[config.mk]
export PLATFORM = sky130hd
export DESIGN_NAME = ccid_decoder
export DESIGN_NICKNAME = d
export VERILOG_FILES = /design/src/logic/ccid_pkg.sv /design/src/logic/ccid_sync.sv /design/src/logic/ccid_decoder.sv
export SDC_FILE = /design/constraint.sdc
export NUM_CORES = 1
export LEC_CHECK = 0
export BUFFER_PORTS_ARGS = -buffer_cell sky130_fd_sc_hd__buf_2
export CORE_MARGIN = 2
export CORE_UTILIZATION = 45
export DETAILED_ROUTE_END_ITERATION = 8
export HOLD_SLACK_MARGIN = 0.06
export PLACE_DENSITY = 0.71
export SYNTH_ARGS = -nofsm -noshare
export SYNTH_HDL_FRONTEND = slang
export SYNTH_HIERARCHICAL = 1
export SYNTH_SLANG_ARGS = --single-unit
[constraint.sdc]
create_clock -name CLK_I -period 1.7 [get_ports CLK_I]
set_clock_uncertainty 0.05 [all_clocks]
set_input_delay 0.17 -clock CLK_I [delete_from_list [all_inputs] [get_ports CLK_I]]
set_output_delay 0.17 -clock CLK_I [all_outputs]
set_load 0.05 [all_outputs]
[src/logic/ccid_pkg.sv]
package ccid_pkg;
    // Evaluation method select encoding
    localparam logic       MODE_COMPLEMENTARY = 1'b0;
    localparam logic       MODE_ONE_OF_N      = 1'b1;
    // Number of static control inputs (each a channel pair)
    localparam int         NUM_PAIRS          = 2;
    localparam int         NUM_CHANNELS       = 2 * NUM_PAIRS;
    localparam int         CASE_W             = 3;
    // Case number reported while faulted or before any valid update
    localparam logic [2:0] CASE_NONE          = 3'h0;
    // Safety output states
    localparam logic       SAFE_OFF           = 1'b0;
    localparam logic       SAFE_ON            = 1'b1;
    // Pin synchroniser depth
    localparam int         SYNC_STAGES        = 3;
endpackage

[src/logic/ccid_sync.sv]
`timescale 1ns/1ps
`default_nettype none
module ccid_sync #(
    parameter int W = 1
) (
    // Clock and control
    input  wire logic         clk_i,
    input  wire logic         rstn_i,
    input  wire logic         ce_i,
    // Data
    input  wire logic [W-1:0] d_i,
    output logic      [W-1:0] q_o
);
    logic [W-1:0] s1_r;
    logic [W-1:0] s2_r;
    logic [W-1:0] s3_r;
    logic [W-1:0] q_r;
    // A change is taken once the second and third stages agree
    wire  [W-1:0] agree = ~(s2_r ^ s3_r);
    wire  [W-1:0] q_nxt = (agree & s3_r) | (~agree & q_r);

    always_ff @(posedge clk_i) begin
        if (!rstn_i) begin
            s1_r <= '0;
            s2_r <= '0;
            s3_r <= '0;
            q_r  <= '0;
        end else if (ce_i) begin
            s1_r <= d_i;
            s2_r <= s1_r;
            s3_r <= s2_r;
            q_r  <= q_nxt;
        end
    end

    assign q_o = q_r;
endmodule
`default_nettype wire

[src/logic/ccid_decoder.sv]
`timescale 1ns/1ps
`default_nettype none
////////////////////////////////////////////////////////////////////////////////
// Functional notes
// - Monitoring case is chosen from network-supplied selection channels, not local pins.
// - Two evaluation methods: complementary pairs or one-of-n, chosen by mode input.
// - Pair 1,0 decodes as 0; 0,1 decodes as 1; 1,1 and 0,0 are faults.
// - In complementary mode any non-inverted pair forces all safety outputs OFF and raises fault.
// - In complementary mode every pair is checked, including pairs that are don't-care.
// - Communication or internal error forces every safety output OFF.
// - One-of-n: exactly one channel high selects case 1..4, else error.
module ccid_decoder
    import ccid_pkg::*;
#(
    parameter int N_OUT = 2
) (
    // Clock, reset, enable
    input  wire logic                               CLK_I,
    input  wire logic                               RSTN_I,
    input  wire logic                               CE_I,
    // Network input data (same clock domain)
    input  wire logic                               UPDATE_I,
    input  wire logic [ccid_pkg::NUM_CHANNELS-1:0]  CHANNELS_I,
    input  wire logic                               COMM_ERR_I,
    // Internal error, asynchronous pin
    input  wire logic                               INT_ERR_I,
    // Configuration
    input  wire logic                               MODE_I,
    input  wire logic [N_OUT-1:0]                   SAFE_REQ_I,
    // Results
    output logic [ccid_pkg::NUM_PAIRS-1:0]          LOGIC_IN_O,
    output logic [ccid_pkg::CASE_W-1:0]             CASE_O,
    output logic                                    CASE_VALID_O,
    output logic                                    FAULT_O,
    output logic [N_OUT-1:0]                        SAFE_OUT_O
);
    import ccid_pkg::*;

    ////////////////////////////////////////////////////////////////////////////
    // Channel naming: bit 0 A first, 1 A second, 2 B first, 3 B second
    wire input_a_first_channel  = CHANNELS_I[0];
    wire input_a_second_channel = CHANNELS_I[1];
    wire input_b_first_channel  = CHANNELS_I[2];
    wire input_b_second_channel = CHANNELS_I[3];

    logic int_err_s;
    ccid_sync #(.W(1)) u_sync (
        .clk_i  (CLK_I),
        .rstn_i (RSTN_I),
        .ce_i   (CE_I),
        .d_i    (INT_ERR_I),
        .q_o    (int_err_s)
    );

    ////////////////////////////////////////////////////////////////////////////
    // Complementary decode
    wire [NUM_PAIRS-1:0] pair_first  = {input_b_first_channel, input_a_first_channel};
    wire [NUM_PAIRS-1:0] pair_second = {input_b_second_channel, input_a_second_channel};
    // Every pair checked, relevance to the case is ignored on purpose
    wire [NUM_PAIRS-1:0] pair_bad    = ~(pair_first ^ pair_second);
    wire                 comp_fault  = |pair_bad;
    wire [NUM_PAIRS-1:0] comp_value  = pair_second;
    // Case from pair bits: A is LSB, cases numbered from 1
    wire [CASE_W-1:0]    comp_case   = CASE_W'(comp_value) + 3'h1;

    ////////////////////////////////////////////////////////////////////////////
    // One-of-n decode
    wire one_hot_1 = (CHANNELS_I == 4'h1);
    wire one_hot_2 = (CHANNELS_I == 4'h2);
    wire one_hot_3 = (CHANNELS_I == 4'h4);
    wire one_hot_4 = (CHANNELS_I == 4'h8);
    wire onen_ok   = one_hot_1 | one_hot_2 | one_hot_3 | one_hot_4;
    wire [CASE_W-1:0] onen_case = one_hot_1 ? 3'h1 :
                                  one_hot_2 ? 3'h2 :
                                  one_hot_3 ? 3'h3 :
                                  one_hot_4 ? 3'h4 : CASE_NONE;

    ////////////////////////////////////////////////////////////////////////////
    // Mode selection
    wire is_onen      = (MODE_I == MODE_ONE_OF_N);
    wire pattern_bad  = is_onen ? ~onen_ok : comp_fault;
    wire [CASE_W-1:0] sel_case = is_onen ? onen_case : comp_case;

    ////////////////////////////////////////////////////////////////////////////
    // Latched state, changed only on network updates, except safe_r, which is reloaded every enabled cycle
    logic                 fault_r;
    logic                 fault_nxt;
    logic [CASE_W-1:0]    case_r;
    logic [CASE_W-1:0]    case_nxt;
    logic                 valid_r;
    logic                 valid_nxt;
    logic [NUM_PAIRS-1:0] logic_r;
    logic [NUM_PAIRS-1:0] logic_nxt;
    logic [N_OUT-1:0]     safe_r;
    logic [N_OUT-1:0]     safe_nxt;

    // Fault holds between updates; cleared only by a clean update
    assign fault_nxt = UPDATE_I ? pattern_bad : fault_r;
    assign case_nxt  = UPDATE_I ? (pattern_bad ? CASE_NONE : sel_case) : case_r;
    assign valid_nxt = UPDATE_I ? ~pattern_bad : valid_r;
    assign logic_nxt = (UPDATE_I && !is_onen && !comp_fault) ? comp_value : logic_r;

    // Any error source forces everything OFF; nothing goes ON before a valid case
    wire any_err = fault_nxt | COMM_ERR_I | int_err_s | ~valid_nxt;
    assign safe_nxt = any_err ? {N_OUT{SAFE_OFF}} : SAFE_REQ_I;

    always_ff @(posedge CLK_I) begin
        if (!RSTN_I) begin
            fault_r <= 1'b1;
            case_r  <= CASE_NONE;
            valid_r <= 1'b0;
            logic_r <= '0;
            safe_r  <= {N_OUT{SAFE_OFF}};
        end else if (CE_I) begin
            fault_r <= fault_nxt;
            case_r  <= case_nxt;
            valid_r <= valid_nxt;
            logic_r <= logic_nxt;
            safe_r  <= safe_nxt;
        end
    end

    assign LOGIC_IN_O   = logic_r;
    assign CASE_O       = case_r;
    assign CASE_VALID_O = valid_r;
    assign FAULT_O      = fault_r;
    assign SAFE_OUT_O   = safe_r;
endmodule
`default_nettype wire

==> results by group, run 1 <==
Run status
  – Status: finished, final reports clean

Global routing
  – GRT busiest layer: met2
  – M2 GR Usage: 28.2%
  – First-pass GRT wire length: 2410 µm
  – Total grt overflow: 0
  – Met3 Usage GRT: 3.75%
  – GR Layer Usage met1: between 10% and 20%
  – Initial antenna violation count: 0
  – GR Util All Layers: between 10% and 20%
  – Vias in the first global route: 591
  – Largest net degree at the start of global routing: 17

Floorplan
  – Die width: around 44 µm
  – Die height: 44.0 µm
  – Ports: 22
  – Die footprint: about 1900 µm²
  – Initial Util: 47.8%
  – Core ar.: 1510 µm²
  – Rows: 14

Synthesis
  – Sequential cell area fraction in the yosys report: 36.2%
  – Syn_nets: 95
  – Synth Area per Inst: between 9 and 10 µm²
  – Syn Inst Count: 75
  – Number of flops mapped to enable cells by yosys: 0
  – Top area cells in the synthesized netlist: dfxtp_1 (36%), ha_1 (12%), mux2i_1 (7.0%), a32o_1 (5.6%), nor2b_1 (5.2%)
  – YS warnings: 6
  – Count leader, synth: dfxtp_1
  – Post-Syn Area: 719 µm²
  – Most used flip-flop cell after synthesis: dfxtp_1
  – #FFs+latches synth: 13
  – Top cell type's share of synthesized area: 36.2%
  – Number of distinct library cells after synthesis: 30
  – Cell taking the most area after synthesis: dfxtp_1
  – Ys async rst share: 0%
  – Synth top cells by count: dfxtp_1 (13), ha_1 (7), nand2_1 (6), nor2b_1 (6)

Worst setup path
  – Worst r2r path cells: 3
  – Crit path cell chain: buf_2, inv_1, ha_1, o21ai_2, nand4_1, and3_2, a31o_2
  – Critical Path Start Type: input pin
  – Reg2Reg Setup Slack: between 0.6 and 0.7 ns
  – Worst Path Required: 1.83 ns
  – CP max stage cell: and3_2
  – Critical path peak fanout: 4
  – Kind of end point of the critical path: register
  – Reg2reg end: SAFE_OUT_O[1]
  – Worst Setup Path Type: in2reg
  – Worst path max stage delay: 0.25 ns
  – Worst setup path startpoint: CHANNELS_I[0]
  – Critical Path AT: 1.34 ns

Timing
  – Final setup margin: about 0.48 ns
  – Period minus WS final: about 1.2 ns
  – Final hold vios: 0
  – Hold Slack: 0.0839 ns
  – Sum Neg Setup Slack: 0 ns
  – Worst-Margin Slew: between 0.2 and 0.25 ns
  – Fmax: 823 MHz
  – Max-slew violations: 0
  – Slew HR: 85.0%
  – Final Setup Violations: 0
  – RSZ-0062 raised after global routing: no
  – Period utilization: 71.5%

Route
  – Drt first pass iters: 4
  – DR vias: 620
  – Vias per inst: 5.39
  – Total Routed Length: 1460 µm
  – Drt wl/cell: 12.7 µm
  – DR iter-0 viols: 14
  – Detail Route Antenna Nets: 0
  – Detailed-route DRC error count: 0

Pwr
  – Leak: ~0.43 nW
  – Maximum vdd drop: 0.490 mV
  – Power per cell area: 734 nW/µm²

Min path
  – Hold endpoint: SAFE_OUT_O[0]
  – Hold Crit Class: in2reg
  – Hold path start: SAFE_REQ_I[0]
  – Worst hold path depth: 2

Cells and area
  – Layout Cell Area excl Fill: roughly 870 µm²
  – Register area: 260 µm²
  – Final std cells w/o fill: 115
  – Fraction of layout cells with a size suffix above 1: between 30% and 40%
  – # diodes: 0
  – Multi-input logic area: 437 µm²
  – Nets@finish: 120
  – Fill cells: roughly 130
  – P&R area growth vs syn: 20.5%

Placement
  – Final HPWL DP: ~1100 µm
  – DP Worst Slack: 0.196 ns
  – Port bufs: 21
  – Placed instance count: 111
  – Routability cong.: 0.818
  – Placed cell areas: 841 µm²

Clock tree
  – # Post-CTS Setup Buffers: 0
  – Num CTS Buffers: 3
  – Skew-Pair Late Insertion Delay: 0.28 ns
  – Clock root buffer: clkbuf_4
  – H-tree levels: 1
  – PostCTS Resize Cnt: 0
  – CTS tree: done
  – Hold_buf cts: 0
  – CTS sink cnt: 13
  – CTS clk-pin slew, worst paths: 0.08 ns
  – Clock tree buffer depth: 2

Flow run
  – Max_cap viols: 0
## worst max path at each step
stage | endpoint | cells past startpoint
after global routing | SAFE_OUT_O[0] | 7
final | CASE_O[1] | 7
after CTS | CASE_O[1] | 7
after global placement | SAFE_OUT_O[0] | 7
after floorplan | SAFE_OUT_O[0] | 3
after detailed placement | SAFE_OUT_O[1] | 7
## registers in the layout, summed over array words and instances, names as in the netlist, named ones only
register,count
CASE_O,3
CASE_VALID_O,1
FAULT_O,1
LOGIC_IN_O,2
SAFE_OUT_O,2
u_sync/s1_r,1
u_sync/s2_r,1
u_sync/s3_r,1
## cell usage in the layout (no fill, tap or decap), drive strengths merged
cell type,count
buf,21
dfxtp,13
ha,7
nand2,7
nor2b,6
inv,5
mux2i,5
a32o,4
clkbuf,4
and2,3
o21ai,3
nor2,2
o21a,2
a21oi,2
a31o,2
and3,2
nor3,1
nand4,1
nor4bb,1
or2b,1
nand3,1
o2111a,1
a22oi,1
o2bb2ai,1
o221a,1
nand2b,1
a21o,1
## power breakdown
group	total, mW	internal [mW]	switching [mW]
clock network	0.198	0.0910	0.107
logic	0.121	0.0464	0.0747
registers	0.318	0.313	0.00482
## cell type report
cell class / count / area share [%]
well taps: 16 / 2.31
clock buffers: 4 / 3.03
flip-flops and latches: 13 / 30.0
inverters: 5 / 2.16
multi-input cells: 56 / 50.4
repair buffers: 21 / 12.1
## stage by stage
| stage | power (mW) | utilization, % |
|---|---|---|
| 2_1_floorplan | 0.404 | - |
| 3_3_place_gp | 0.444 | 55.8 |
| 3_5_place_dp | 0.446 | 55.8 |
| 4_1_cts | 0.648 | 57.6 |
| 5_1_grt | 0.669 | 57.6 |
| 6_report | 0.637 | 57.6 |
## critical path, delay by kind of cell
family / cells / cell delay, ns
AOI/OAI and AO/OA: 2 / 0.40
adders and majority gates: 1 / 0.24
buffers and inverters: 2 / 0.15
and+or+nand+nor: 2 / 0.38
## cell families (layout without fill, tap and decap cells)
kind of cell             count (synthesis)  count (layout)  share of synthesized area [%]
AND/OR/NAND/NOR                         26              26                           21.0
AO/OA/AOI/OAI                           18              18                           20.5
flip-flops                              13              13                           36.2
adder cells (fa/ha/maj)                  7               7                           12.2
buffers and inverters                    6              30                           3.13
multiplexers                             5               5                           6.96
## per-layer routing
layer  wire, µm  up-vias  share of wire [%]
met1        675      285                 46
met2        720       14                 49
met3         51        2                3.5
li1           -      319                  -
met4         11        0               0.75
met5          0        -                  0
No activity file was read; power rests on OpenSTA's default activity.
==> inputs of run 2 (changes only) <==
- clock period: 1.7 -> 1.3 ns (I/O delays scaled with it)
==> run 2 against run 1 <==
Die area unchanged. Design area up 10%. Clock-buffer cell count unchanged. Sequential power up 31%. Final cell count up 9.6%. Combinational power up 54%. Non-clock buffer count up 11. Global-route usage up 0.50 points. Register-to-register slack worse by 0.40 ns. Critical path depth unchanged. Clock power up 24%. Critical endpoint is now SAFE_OUT_O[1]. Largest power group unchanged. Highest routed layer unchanged.
==> results by group, run 2 (synthesis gave the netlist of run 1 again) <==
Placement
  – Placed cell areas: 910 µm² (was 841 µm²)
  – Placed instance count: 120 (was 111)
  – Port bufs: 21 (unchanged)
  – Routability cong.: 0.765 (was 0.818)
  – Final HPWL DP: 1100 µm (was 1130 µm)

Cells and area
  – Max FFs per register: 3 (unchanged)
  – Layout Cell Area excl Fill: 956 µm² (was 867 µm²)
  – # diodes: 0 (unchanged)
  – Most frequent cells in the layout: buf_2 (21), dfxtp_1 (12), buf_4 (9) (was buf_2 (21), dfxtp_1 (13), ha_1 (7))
  – Nets@finish: 131 (was 120)
  – Commonest non-fill, non-tap cell in the layout: buf_2 (unchanged)
  – P&R area growth vs syn: 32.9% (was 20.5%)
  – Fraction of layout cells with a size suffix above 1: 36.4% (was 30.3%)
  – Final std cells w/o fill: 126 (was 115)

Timing
  – Worst-Margin Slew: 0.231 ns (was 0.222 ns)
  – Slew HR: 84.4% (was 85.0%)
  – Max-slew violations: 0 (unchanged)
  – RSZ-0062 raised after global routing: no (unchanged)
  – Period minus WS final: 1.14 ns
  – Final hold vios: 0 (unchanged)
  – Sum Neg Setup Slack: 0 ns (unchanged)
  – Hold Slack: 0.0763 ns (was 0.0839 ns)
  – Final Setup Violations: 0 (unchanged)
  – Fmax: 875 MHz
  – Period utilization: approximately 88%

Floorplan
  – Rows: 14 (unchanged)
  – Ports: 22 (unchanged)
  – Die footprint: 1930 µm² (unchanged)
  – Die height: 44.0 µm (unchanged)
  – Die width: 44.0 µm (unchanged)
  – Initial Util: 47.8% (unchanged)
  – Core ar.: 1510 µm² (unchanged)

Route
  – Drt wl/cell: 11.6 µm (was 12.7 µm)
  – Detailed-route DRC error count: 0 (unchanged)
  – DR iter-0 viols: 14 (unchanged)
  – DR vias: 663 (was 620)
  – Drt first pass iters: 4 (unchanged)
  – Vias per inst: 5.26 (was 5.39)
  – Total Routed Length: 1460 µm (about the same)
  – Detail Route Antenna Nets: 0 (unchanged)

Worst setup path
  – Critical Path AT: 1.27 ns (was 1.34 ns)
  – CP Buf/Inv Count: 2 (unchanged)
  – CP max stage cell: a31o_1 (was and3_2)
  – Kind of end point of the critical path: register (unchanged)
  – Crit path cell chain: buf_2, inv_1, ha_1, o21ai_2, nand4_1, a31o_1, a32o_1 (was buf_2, inv_1, ha_1, o21ai_2, nand4_1, and3_2, a31o_2)
  – Cell family contributing the most delay on the critical path: compound AO/OA/AOI/OAI gates (unchanged)
  – Worst Setup Path Type: in2reg (unchanged)
  – Worst path max stage delay: 0.24 ns (was 0.25 ns)
  – Worst Path Required: 1.42 ns (was 1.83 ns)
  – Critical Path Start Type: input pin (unchanged)
  – Reg2Reg Setup Slack: 0.27 ns (was 0.67 ns)
  – Critical path peak fanout: 3 (was 4)

Global routing
  – Initial antenna violation count: 0 (unchanged)
  – Vias in the first global route: 657 (was 591)
  – First-pass GRT wire length: 2570 µm (was 2410 µm)
  – GR Util All Layers: 17.7% (was 17.2%)
  – Largest net degree at the start of global routing: 16 (was 17)
  – Total grt overflow: 0 (unchanged)

Clock tree
  – CTS sink cnt: 13 (unchanged)
  – CTS clk-pin slew, worst paths: 0.08 ns (about the same)
  – # Post-CTS Setup Buffers: 0 (unchanged)
  – CTS tree: done (unchanged)
  – Num CTS Buffers: 3 (unchanged)
  – H-tree levels: 1 (unchanged)
  – Skew-Pair Late Insertion Delay: 0.27 ns (was 0.28 ns)
  – Clock root buffer: clkbuf_4 (unchanged)
  – Clock tree buffer depth: 2 (unchanged)

Run status
  – Status: finished, final reports clean (unchanged)

Pwr
  – Maximum vdd drop: 0.815 mV (was 0.490 mV)
  – Leak: 0.478 nW (was 0.428 nW)
  – Power per cell area: 886 nW/µm² (was 734 nW/µm²)
  – Total power: 0.846 mW (was 0.637 mW)

Min path
  – Hold Crit Class: in2reg (unchanged)

Flow run
  – Max_cap viols: 0 (unchanged)
## run 2: changes by cell type in the layout (fill, tap and decap cells not counted), sizes merged
cell | previous run | this run
dlygate4sd3 | 0 | 2
buf | 21 | 30
## run 2: worst min-delay path, delay by kind of cell
family        cells  cell delay, ns
simple gates      1            0.10
buf+inv           1            0.07
mux               1            0.05
## run 2: timing repair
item | in CTS | in global routing
resized for setup | 0 | 0
endpoints found under the hold margin | 2 | 0
hold buffers | 2 | 0
## run 2: per-stage QoR
step	setup WS [ns]	utilization, %
2_1_floorplan	0.0533	-
3_3_place_gp	-0.0994	60.4
6_report	0.158	63.5
4_1_cts	0.162	63.5
5_1_grt	0.0582	63.5
3_5_place_dp	-0.136	60.4
## run 2: path summary, 6_finish.rpt
check | start | end | cells after the start
worst max-delay path | CHANNELS_I[1] | SAFE_OUT_O[1] | 7
worst max register to register | register | SAFE_OUT_O[1] | 3
worst min register to register | SAFE_OUT_O[0] | SAFE_OUT_O[0] | 1
worst min-delay path | INT_ERR_I | u_sync/s1_r | 3
## run 2: per-layer routing
layer / up-vias / wire (µm) / GRT usage [%]
li1: 344 / - / -
met1: 297 / 664 / 21.2
met2: 20 / 677 / 27.6
met3: 2 / 104 / 8.75
met4: 0 / 14 / 5.45
met5: - / 0 / 0
## run 2: where the power goes
group,switching (mW),total [mW],internal [mW]
Clock,0.126,0.245,0.119
Sequential,0.00593,0.416,0.410
Combinational,0.102,0.186,0.0835
## run 2: cell type report
cell class	instances	area (µm²)
Fill cell	139	551
Sequential cell	13	262
Timing Repair Buffer	32	193
Inverter	5	18.8
Clock buffer	4	26.3
Multi-Input combinational cell	56	437
Tap cell	16	20.0
